[config.mk]
export PLATFORM = sky130hd
export DESIGN_NAME = chg_ctrl
export DESIGN_NICKNAME = d
export VERILOG_FILES = /design/src/rtl/chg_pkg.sv /design/src/rtl/chg_ctrl.sv
export VERILOG_INCLUDE_DIRS = /design/src /design/src/rtl
export SDC_FILE = /design/constraint.sdc
export NUM_CORES = 1
export LEC_CHECK = 0
export CELL_PAD_IN_SITES_DETAIL_PLACEMENT = 1
export CELL_PAD_IN_SITES_GLOBAL_PLACEMENT = 2
export CORE_MARGIN = 5
export CORE_UTILIZATION = 36
export DETAILED_ROUTE_END_ITERATION = 8
export DONT_BUFFER_PORTS = 1
export PLACE_DENSITY_LB_ADDON = 0.1
export SYNTH_ARGS = -nofsm -noshare
export SYNTH_HDL_FRONTEND = slang
export SYNTH_SLANG_ARGS = --single-unit
[constraint.sdc]
create_clock -name pclk -period 2.8 [get_ports pclk]
set_clock_uncertainty 0.15 [all_clocks]
set_input_delay 0.14 -clock pclk [delete_from_list [all_inputs] [get_ports pclk]]
set_output_delay 0.14 -clock pclk [all_outputs]
set_load 0.01 [all_outputs]
[src/rtl/chg_consts.svh]
// constants for the charger control and status block
`ifndef CHG_CONSTS_SVH
`define CHG_CONSTS_SVH

// ----------------------------------------------------------------------------
// register offsets (byte addresses)
// ----------------------------------------------------------------------------
`define CHG_OFF_CTRL      12'h000
`define CHG_OFF_STATUS    12'h004
`define CHG_OFF_REPLY     12'h008
`define CHG_OFF_INPUTS    12'h00C

// ----------------------------------------------------------------------------
// control fields and reset values
// ----------------------------------------------------------------------------
`define CHG_CTRL_EN_BIT   0
`define CHG_CTRL_LVL_BIT  1
`define CHG_CTRL_REQ_BIT  2
`define CHG_CTRL_RST      32'h0000_0001

// ----------------------------------------------------------------------------
// reply codes (low pulse counts)
// ----------------------------------------------------------------------------
`define CHG_CODE_DIE_OT   5'h01
`define CHG_CODE_BAT_TEMP 5'h02
`define CHG_CODE_OVP      5'h03
`define CHG_CODE_HI_BASE  5'h0D
`define CHG_CODE_LO_BASE  5'h12
`define CHG_CODE_ERROR    5'h17

// ----------------------------------------------------------------------------
// timing
// ----------------------------------------------------------------------------
`define CHG_CLK_HZ        20000000
`define CHG_REQ_MIN_NS    200
`define CHG_REQ_CYC       ((`CHG_REQ_MIN_NS * (`CHG_CLK_HZ / 1000000) + 999) / 1000)
`define CHG_DATA_HZ       20000
`define CHG_HALF_CYC      (`CHG_CLK_HZ / `CHG_DATA_HZ / 2)
`define CHG_FLASH_CYC     2000000
`define CHG_TERM_PCT_X10  75

`endif

[src/rtl/chg_pkg.sv]
// types for the charger control and status block
package chg_pkg;
    typedef enum logic [2:0] {
        CHG_SLEEP   = 3'b000,
        CHG_PRECOND = 3'b001,
        CHG_CC      = 3'b010,
        CHG_CV      = 3'b011,
        CHG_DONE    = 3'b100,
        CHG_FAULT   = 3'b101
    } chg_phase_e;

    typedef enum logic [1:0] {
        CHG_R_IDLE = 2'b00,
        CHG_R_LOW  = 2'b01,
        CHG_R_HIGH = 2'b10
    } chg_reply_e;
endpackage

[src/rtl/chg_ctrl.sv]
// charger control, fault shutdown, status lamps and status line reply
//
// How it works
// RQ1 - level select high picks high current; CTRL level bit set inverts it
// RQ2 - supply sag enters reduction until recovery
// RQ3 - supply lockout suspends charging, shuts down
// RQ4 - lockout clearing restarts in suitable mode
// RQ5 - enable low forces sleep, halts charging
// RQ6 - enable return resets control and restarts
// RQ7 - over-voltage holds shutdown until it clears
// RQ8 - over-voltage shows fault lamps and code
// RQ9 - die over-temperature stops charging
// RQ10 - battery temperature fault stops, reports, lamps
// RQ11 - battery temperature fault clearing resumes charge
// RQ12 - temperature checked before and during charge
// RQ13 - thermistor valid only inside window
// RQ14 - disabled or low supply: lamps off
// RQ15 - enabled without cell: lamps flash
// RQ16 - lamps: charging A, done B, fault both
// RQ17 - lamps are open switches to ground
// RQ18 - host reads one of fourteen states
// RQ19 - host request low pulse, reply after rise
// RQ20 - reply is a count of low pulses
// RQ21 - reply pulses at 20 kHz
// RQ22 - taper to 7.5 percent ends charge
// RQ23 - lamp flash from fixed counter
// RQ24 - fault report priority die, battery, voltage
`timescale 1ns/1ps
`include "chg_consts.svh"

module chg_ctrl #(
    parameter int FLASH_CYC = `CHG_FLASH_CYC
) (
    // clock and reset
    input  wire logic                   pclk,
    input  wire logic                   presetn,
    // apb slave
    input  wire logic                   psel,
    input  wire logic                   penable,
    input  wire logic                   pwrite,
    input  wire logic [11:0]            paddr,
    input  wire logic [31:0]            pwdata,
    input  wire logic [3:0]             pstrb,
    output logic      [31:0]            prdata,
    output logic                        pready,
    output logic                        pslverr,
    // analog comparator levels (asynchronous)
    input  wire logic                   charge_level_select,
    input  wire logic                   enable,
    input  wire logic                   supply_lockout,
    input  wire logic                   supply_sag,
    input  wire logic                   cell_present,
    input  wire logic                   cell_below_min,
    input  wire logic                   cell_at_reg,
    input  wire logic                   cell_below_recharge,
    input  wire logic                   cell_overvoltage,
    input  wire logic                   taper_reached,
    input  wire logic                   die_overtemp,
    input  wire logic                   therm_below_hot,
    input  wire logic                   therm_above_cold,
    // charge path control
    output logic                        charge_on,
    output logic                        high_current_level,
    output logic                        low_current_level,
    output logic                        reduction_active,
    output logic                        precond_current,
    // status lamps, open drain
    output logic                        status_lamp_a_o,
    output logic                        status_lamp_a_oe,
    output logic                        status_lamp_b_o,
    output logic                        status_lamp_b_oe,
    // status line, open drain, active low
    input  wire logic                   status_line_i,
    output logic                        status_line_o,
    output logic                        status_line_oe
);
    import chg_pkg::*;

    localparam int NSYNC = 14;
    localparam int REQ_CYC = `CHG_REQ_CYC;
    localparam int HALF_CYC = `CHG_HALF_CYC;

    // ------------------------------------------------------------------------
    // input synchronisers
    // ------------------------------------------------------------------------
    logic [NSYNC-1:0] raw_in;
    logic [NSYNC-1:0] s1_reg;
    logic [NSYNC-1:0] s2_reg;

    assign raw_in = {status_line_i, therm_above_cold, therm_below_hot, die_overtemp,
                     taper_reached, cell_overvoltage, cell_below_recharge, cell_at_reg,
                     cell_below_min, cell_present, supply_sag, supply_lockout, enable,
                     charge_level_select};

    always_ff @(posedge pclk or negedge presetn) begin
        if (!presetn) begin
            s1_reg <= 14'h2000;
            s2_reg <= 14'h2000;
        end else begin
            s1_reg <= raw_in;
            s2_reg <= s1_reg;
        end
    end

    logic lvl_pin, en_pin, lockout, sag, present, below_min, at_reg, below_rch;
    logic ovp, taper, die_ot, th_hot, th_cold, line_s;
    assign {line_s, th_cold, th_hot, die_ot, taper, ovp, below_rch, at_reg, below_min,
            present, sag, lockout, en_pin, lvl_pin} = s2_reg;

    // ------------------------------------------------------------------------
    // register file
    // ------------------------------------------------------------------------
    logic [31:0] ctrl_reg;
    logic [31:0] ctrl_next;
    logic [31:0] prdata_reg;
    logic [31:0] prdata_next;
    logic        err_reg;
    logic        err_next;
    logic [4:0]  last_code_reg;
    logic [4:0]  last_code_next;
    logic        sw_req;
    logic        wr_en;
    logic        rd_en;

    assign wr_en = psel && penable && pwrite;
    assign rd_en = psel && !penable && !pwrite;

    function automatic logic addr_ok(input logic [11:0] a);
        addr_ok = (a == `CHG_OFF_CTRL) || (a == `CHG_OFF_STATUS) ||
                  (a == `CHG_OFF_REPLY) || (a == `CHG_OFF_INPUTS);
    endfunction

    // ------------------------------------------------------------------------
    // charge phase machine
    // ------------------------------------------------------------------------
    chg_phase_e phase_reg;
    chg_phase_e phase_next;
    logic       run_en;
    logic       en_d_reg;
    logic       therm_bad;
    logic       any_fault;
    logic       hi_level;
    logic [4:0] code;

    assign run_en    = en_pin && ctrl_reg[`CHG_CTRL_EN_BIT];
    assign therm_bad = th_hot || th_cold;                            // see RQ13
    assign any_fault = die_ot || therm_bad || ovp;
    assign hi_level  = lvl_pin ^ ctrl_reg[`CHG_CTRL_LVL_BIT];        // see RQ1

    always_comb begin
        phase_next = phase_reg;
        if (!run_en || lockout || !present) begin
            phase_next = CHG_SLEEP;                                  // see RQ3, RQ5
        end else if (run_en && !en_d_reg) begin
            phase_next = CHG_SLEEP;                                  // see RQ6
        end else if (any_fault) begin
            phase_next = CHG_FAULT;                                  // see RQ7, RQ9, RQ10, RQ12
        end else begin
            unique case (phase_reg)
                CHG_SLEEP, CHG_FAULT: begin
                    // re-assess the cell on every restart, see RQ4, RQ11
                    phase_next = below_min ? CHG_PRECOND : (at_reg ? CHG_CV : CHG_CC);
                end
                CHG_PRECOND: begin
                    if (!below_min) begin
                        phase_next = CHG_CC;
                    end
                end
                CHG_CC: begin
                    if (at_reg) begin
                        phase_next = CHG_CV;
                    end
                end
                CHG_CV: begin
                    if (taper) begin
                        phase_next = CHG_DONE;                       // see RQ22
                    end
                end
                CHG_DONE: begin
                    if (below_rch) begin
                        phase_next = CHG_CC;
                    end
                end
                default: phase_next = CHG_SLEEP;
            endcase
        end
    end

    always_ff @(posedge pclk or negedge presetn) begin
        if (!presetn) begin
            phase_reg <= CHG_SLEEP;
            en_d_reg  <= 1'b0;
        end else begin
            phase_reg <= phase_next;
            en_d_reg  <= run_en;
        end
    end

    logic charging;
    assign charging = (phase_reg == CHG_PRECOND) || (phase_reg == CHG_CC) ||
                      (phase_reg == CHG_CV);

    // ------------------------------------------------------------------------
    // report code
    // ------------------------------------------------------------------------
    always_comb begin
        if (die_ot) begin
            code = `CHG_CODE_DIE_OT;                                 // see RQ24
        end else if (therm_bad) begin
            code = `CHG_CODE_BAT_TEMP;                               // see RQ10
        end else if (ovp) begin
            code = `CHG_CODE_OVP;                                    // see RQ8
        end else begin
            unique case (phase_reg)
                CHG_PRECOND: code = hi_level ? `CHG_CODE_HI_BASE : `CHG_CODE_LO_BASE;
                CHG_CC:      code = (hi_level ? `CHG_CODE_HI_BASE : `CHG_CODE_LO_BASE) +
                                    (sag ? 5'h01 : 5'h02);
                CHG_CV:      code = (hi_level ? `CHG_CODE_HI_BASE : `CHG_CODE_LO_BASE) + 5'h03;
                CHG_DONE:    code = (hi_level ? `CHG_CODE_HI_BASE : `CHG_CODE_LO_BASE) + 5'h04;
                default:     code = `CHG_CODE_ERROR;                 // see RQ18, RQ20
            endcase
        end
    end

    // ------------------------------------------------------------------------
    // flash counter and lamps
    // ------------------------------------------------------------------------
    logic [31:0] flash_cnt_reg;
    logic [31:0] flash_cnt_next;
    logic        flash_reg;
    logic        flash_next;
    logic        lamp_a_on;
    logic        lamp_b_on;

    always_comb begin
        flash_cnt_next = flash_cnt_reg + 32'h0000_0001;
        flash_next     = flash_reg;
        if (flash_cnt_reg >= 32'(FLASH_CYC - 1)) begin
            flash_cnt_next = 32'h0000_0000;
            flash_next     = !flash_reg;                             // see RQ23
        end
        if (!run_en || lockout) begin
            lamp_a_on = 1'b0;                                        // see RQ14
            lamp_b_on = 1'b0;
        end else if (any_fault) begin
            lamp_a_on = 1'b1;                                        // see RQ16
            lamp_b_on = 1'b1;
        end else if (!present) begin
            lamp_a_on = flash_reg;                                   // see RQ15
            lamp_b_on = flash_reg;
        end else begin
            lamp_a_on = charging;
            lamp_b_on = (phase_reg == CHG_DONE);
        end
    end

    always_ff @(posedge pclk or negedge presetn) begin
        if (!presetn) begin
            flash_cnt_reg    <= 32'h0000_0000;
            flash_reg        <= 1'b0;
            status_lamp_a_oe <= 1'b0;
            status_lamp_b_oe <= 1'b0;
        end else begin
            flash_cnt_reg    <= flash_cnt_next;
            flash_reg        <= flash_next;
            status_lamp_a_oe <= lamp_a_on;                           // see RQ17
            status_lamp_b_oe <= lamp_b_on;
        end
    end
    // sink only: never drive high, high impedance when off
    assign status_lamp_a_o = 1'b0;
    assign status_lamp_b_o = 1'b0;

    // ------------------------------------------------------------------------
    // charge path outputs
    // ------------------------------------------------------------------------
    always_ff @(posedge pclk or negedge presetn) begin
        if (!presetn) begin
            charge_on          <= 1'b0;
            high_current_level <= 1'b0;
            low_current_level  <= 1'b0;
            reduction_active   <= 1'b0;
            precond_current    <= 1'b0;
        end else begin
            charge_on          <= charging && !any_fault;            // see RQ9, RQ12
            high_current_level <= charging && hi_level;              // see RQ1
            low_current_level  <= charging && !hi_level;
            reduction_active   <= charging && sag;                   // see RQ2
            precond_current    <= (phase_reg == CHG_PRECOND);
        end
    end

    // ------------------------------------------------------------------------
    // status line reply
    // ------------------------------------------------------------------------
    chg_reply_e rst_reg;
    chg_reply_e rst_next;
    logic [7:0] low_cnt_reg;
    logic [7:0] low_cnt_next;
    logic [9:0] tmr_reg;
    logic [9:0] tmr_next;
    logic [4:0] left_reg;
    logic [4:0] left_next;
    logic       line_d_reg;
    logic       req_seen;

    // a request is a low lasting at least the minimum width, then released
    assign req_seen = line_s && !line_d_reg && (low_cnt_reg >= 8'(REQ_CYC));  // see RQ19

    always_comb begin
        rst_next       = rst_reg;
        tmr_next       = tmr_reg;
        left_next      = left_reg;
        low_cnt_next   = 8'h00;
        last_code_next = last_code_reg;
        if (!line_s && rst_reg == CHG_R_IDLE) begin
            low_cnt_next = (low_cnt_reg == 8'hFF) ? 8'hFF : low_cnt_reg + 8'h01;
        end
        unique case (rst_reg)
            CHG_R_IDLE: begin
                if (req_seen || sw_req) begin
                    rst_next       = CHG_R_HIGH;
                    tmr_next       = 10'(HALF_CYC - 1);
                    left_next      = code;
                    last_code_next = code;
                end
            end
            CHG_R_HIGH: begin
                if (tmr_reg == 10'h000) begin
                    if (left_reg == 5'h00) begin
                        rst_next = CHG_R_IDLE;
                    end else begin
                        rst_next  = CHG_R_LOW;                       // see RQ20
                        tmr_next  = 10'(HALF_CYC - 1);
                        left_next = left_reg - 5'h01;
                    end
                end else begin
                    tmr_next = tmr_reg - 10'h001;
                end
            end
            CHG_R_LOW: begin
                if (tmr_reg == 10'h000) begin
                    rst_next = CHG_R_HIGH;                           // see RQ21
                    tmr_next = 10'(HALF_CYC - 1);
                end else begin
                    tmr_next = tmr_reg - 10'h001;
                end
            end
            default: rst_next = CHG_R_IDLE;
        endcase
    end

    always_ff @(posedge pclk or negedge presetn) begin
        if (!presetn) begin
            rst_reg       <= CHG_R_IDLE;
            tmr_reg       <= 10'h000;
            left_reg      <= 5'h00;
            low_cnt_reg   <= 8'h00;
            line_d_reg    <= 1'b1;
            last_code_reg <= 5'h00;
        end else begin
            rst_reg       <= rst_next;
            tmr_reg       <= tmr_next;
            left_reg      <= left_next;
            low_cnt_reg   <= low_cnt_next;
            line_d_reg    <= line_s;
            last_code_reg <= last_code_next;
        end
    end

    logic line_oe_next;
    assign line_oe_next = (rst_next == CHG_R_LOW);
    always_ff @(posedge pclk or negedge presetn) begin
        if (!presetn) begin
            status_line_oe <= 1'b0;
        end else begin
            status_line_oe <= line_oe_next;
        end
    end
    assign status_line_o = 1'b0;

    // ------------------------------------------------------------------------
    // apb slave
    // ------------------------------------------------------------------------
    assign sw_req = wr_en && (paddr == `CHG_OFF_CTRL) && pstrb[0] &&
                    pwdata[`CHG_CTRL_REQ_BIT];

    always_comb begin
        ctrl_next   = ctrl_reg;
        prdata_next = prdata_reg;
        err_next    = 1'b0;
        if (wr_en && (paddr == `CHG_OFF_CTRL) && pstrb[0]) begin
            ctrl_next = {30'h0000_0000, pwdata[`CHG_CTRL_LVL_BIT], pwdata[`CHG_CTRL_EN_BIT]};
        end
        if (psel && !penable) begin
            err_next = !addr_ok(paddr);
        end
        if (rd_en) begin
            unique case (paddr)
                `CHG_OFF_CTRL:   prdata_next = ctrl_reg;
                `CHG_OFF_STATUS: prdata_next = {16'h0000, 3'h0, code, 1'b0,
                                                rst_reg != CHG_R_IDLE, charging,
                                                any_fault, 1'b0, phase_reg};
                `CHG_OFF_REPLY:  prdata_next = {27'h000_0000, last_code_reg};
                `CHG_OFF_INPUTS: prdata_next = {19'h0_0000, s2_reg[12:0]};
                default:         prdata_next = 32'h0000_0000;
            endcase
        end
    end

    always_ff @(posedge pclk or negedge presetn) begin
        if (!presetn) begin
            ctrl_reg   <= `CHG_CTRL_RST;
            prdata_reg <= 32'h0000_0000;
            err_reg    <= 1'b0;
        end else begin
            ctrl_reg   <= ctrl_next;
            prdata_reg <= prdata_next;
            err_reg    <= err_next;
        end
    end

    // no wait state: read data is captured in the setup cycle
    assign pready  = 1'b1;
    assign prdata  = prdata_reg;
    assign pslverr = psel && penable && err_reg;

endmodule

==> results.sh <==
export IMPL_place_gp_congestion=0.7364
export IMPL_utilization_pct=43.52
export IMPL_period_needed_ps=2687
export IMPL_final_area_sq_um=6665
export IMPL_p_leak_nw=2.858
export IMPL_clk_pin_slew_ps=50
export IMPL_fp_dieH_um=135.2
export IMPL_finalCritPeriodShare_pct=95.97
export IMPL_endpoint="prdata[10]"
export IMPL_wl_per_cell_um=16.98
export IMPL_route_detailed_drc=0
export IMPL_drive_gt1_share_pct=12.14
export IMPL_yosysTopAreaCell="dfrtp_1"
export IMPL_comb_power_share_pct=15.0
export IMPL_yosysUniqueCellTypes=69
export IMPL_cap_viol_max_count=0
export IMPL_path_max_fanout=3
export IMPL_gr_total_overflow=0
export IMPL_worstSetupEndpointType="flop"
export IMPL_fp_coreArea_sq_um=15310
export IMPL_cp_start_kind="flop"
export IMPL_p_seq_share_pct=41.6
export IMPL_num_nets_final=662
export IMPL_dr_pass1_iters=4
export IMPL_final_max_slew_viol_count=0
export IMPL_syn_to_final_growth_pct=18.12
export IMPL_maxSlewHeadroom_pct=46.24
export IMPL_antenna_found_initial=0
export IMPL_ys_ff_latch=120
export IMPL_grt_max_degree=121
export IMPL_worstSkewPairLatency_ps=420
export IMPL_path_class="reg -> reg"
export IMPL_largest_reg_flops=32
export IMPL_dp_cells=747
export IMPL_hold_viol_final=120
export IMPL_root_buffer="clkbuf_16"
export IMPL_wirelength_um=13650
export IMPL_critPathLaunch="phase_reg[1]"
export IMPL_final_cells=804
export IMPL_vias=4008
export IMPL_tightestPinTransition_ps=799.1
export IMPL_drtAntennaViolNets=0
export IMPL_hold_class="in -> async"
export IMPL_yosysSeqAreaShare_pct=53.30
export IMPL_p_per_area_nw_per_um2=720.9
export IMPL_portBuffers=0
export IMPL_violations="negative hold slack"
export IMPL_outcome="complete, but fails checks"
export IMPL_numCtsBuffers=17
export IMPL_reg2reg_to="prdata[10]"
export IMPL_cts_max_level=4
export IMPL_grt_pass1_wl_um=22640
export IMPL_swShare_pct=28.15
export IMPL_num_rows=45
export IMPL_switchingPower_w=0.001353
export IMPL_grt_usage_pct=15.95
export IMPL_vias_per_cell=4.985
export IMPL_cts_buffer_depth=2
export IMPL_die_area_sq_um=18280
export IMPL_r2r_start="phase_reg[1]"
export IMPL_reg2reg_depth=11
export IMPL_crit_required_ps=2980
export IMPL_worst_ep_arrival_time_ps=2860
export IMPL_synthFlopType="dfrtp_1"
export IMPL_first_iter_violations=168
export IMPL_fmax_ghz=0.3721
export IMPL_placed_area_sq_um=5837
export IMPL_power_frac_clock_pct=43.4
export IMPL_synthesis_area_sq_um=5643
export IMPL_netlist_instances=533
export IMPL_holdWs_ps=-742.0
export IMPL_synth_top_area_share_pct=51.44
export IMPL_ir_drop_v=0.0004805
export IMPL_r2r_slack_ps=110
export IMPL_cts_sinks=120
export IMPL_avgSynthCellArea_sq_um=10.59
export IMPL_fp_dieW_um=135.2
export IMPL_ys_async_sr_fraction_pct=100.0
export IMPL_pin_count=112
export IMPL_setup_tns_ps=0
export IMPL_intPower_w=0.003452
export IMPL_synth_warnings=0
export IMPL_setup_viol=0
export IMPL_antenna_cells=0
export IMPL_grt_pass1_vias=4300
export IMPL_cts_tree="built"
export IMPL_synth_edf_count=0
export IMPL_synth_area_leaders="dfrtp_1, nor2_1, buf_4"
export IMPL_start_util_pct=36.85
export IMPL_cts_hold_buf=26
export IMPL_rsz0062_at_grt="no"
export IMPL_place_hpwl_um=9423
-- synth_stat cells, types with 4 or more instances --
cell type	count
clkbuf_1	10
nand2_1	38
o21ai_0	21
dfrtp_1	116
xor2_1	12
inv_1	25
nor2b_1	6
a31oi_1	17
xnor2_1	11
dfstp_2	4
nand4_1	7
mux2_2	10
ha_1	13
nand2b_1	7
and2_1	4
nor2_1	54
nand3_1	21
and4_1	5
buf_4	25
a21oi_1	22
o31ai_1	6
nor4_1	10
mux2i_1	7
and3_1	5
a22oi_1	4
nor3_1	13
-- stage by stage --
| stage | setup WS, ps | power, W |
|---|---|---|
| floorplan | 20.27 | 0.002565 |
| global placement | 224.9 | 0.002685 |
| detailed placement | 190.9 | 0.002717 |
| CTS | 95.97 | 0.004885 |
| global route | 6.679 | 0.005089 |
| finish | 112.7 | 0.004805 |
-- repair_timing --
| action | in CTS | in global routing |
|---|---|---|
| setup endpoints to repair | 0 | 11 |
| buffers inserted | 0 | 0 |
| hold endpoints to repair | 150 | 120 |
| gates resized for setup | 0 | 2 |
-- power groups by stage --
stage / sequential (W) / combinational, W / clock, W
global placement: 0.00202 / 0.000663 / 0
detailed placement: 0.00203 / 0.000688 / 0
finish: 0.00200 / 0.000720 / 0.00209
CTS: 0.00200 / 0.000729 / 0.00216
global route: 0.00202 / 0.000821 / 0.00225
floorplan: 0.00199 / 0.000575 / 0
-- worst min path at each step --
stage,endpoint,from,slack (ps),depth (start not counted)
finish,low_cnt_reg[5],presetn,-740,0
global route,low_cnt_reg[6],presetn,-770,0
CTS,rst_reg[1],presetn,-760,0
detailed placement,low_cnt_reg[4],presetn,-300,0
global placement,low_cnt_reg[6],presetn,-300,0
floorplan,charge_on,presetn,-310,0
-- area by class of cell --
type	instances	area (sq um)
clock inverters	13	131.4
repair buffers	37	342.8
clock buffers	18	429.2
multi-input cells	380	2396
flip-flops and latches	120	3008
fillers	1682	8650
inverters	25	93.84
well taps	211	264.0
-- worst max-delay path, stage by stage (launching register included) --
cell and delay, ps:
dfrtp_1 370, nor2b_1 180, nand2_1 150, nand2_1 90, ha_1 220, fa_1 380, inv_1 80, ha_1 230
a221oi_1 300, buf_4 190, inv_1 40, o31ai_1 210
-- layout by cell type, fill, tap and decap left out, types with 3 or more instances in the layout --
master / n
clkbuf_16: 17
and4_1: 5
o21ai_0: 21
mux2_2: 10
nand2b_1: 7
clkinv_2: 6
nand3_1: 21
or2_2: 3
a21oi_1: 21
and3_1: 5
nor2_1: 54
nor3_1: 13
nand2_1: 38
dfstp_2: 4
a211oi_1: 3
and2_1: 4
dlygate4sd3_1: 26
inv_1: 25
ha_1: 13
a31oi_1: 17
buf_4: 11
nor2b_1: 6
mux2i_1: 7
dfrtp_1: 116
nand4_1: 7
a22oi_1: 4
o31ai_1: 6
xnor2_1: 11
nor4_1: 10
conb_1: 34
o211ai_1: 3
xor2_1: 12
-- logic make-up after synthesis --
family / share of synthesized area [%]
other cells: 0.1331
xor+xnor: 3.570
flops: 53.30
fa+ha+maj: 3.237
compound gates: 12.35
buf+inv: 6.497
simple gates: 16.87
mux: 4.036
-- layer usage --
metal | wire length (um) | vias up | global-route usage (%)
met5 | 0 | - | 0
met4 | 219 | 0 | 5.823
met3 | 587 | 16 | 4.569
met2 | 6696 | 66 | 25.80
met1 | 6145 | 2000 | 20.43
li1 | - | 1926 | -
No activity file was read; power rests on OpenSTA's default activity.
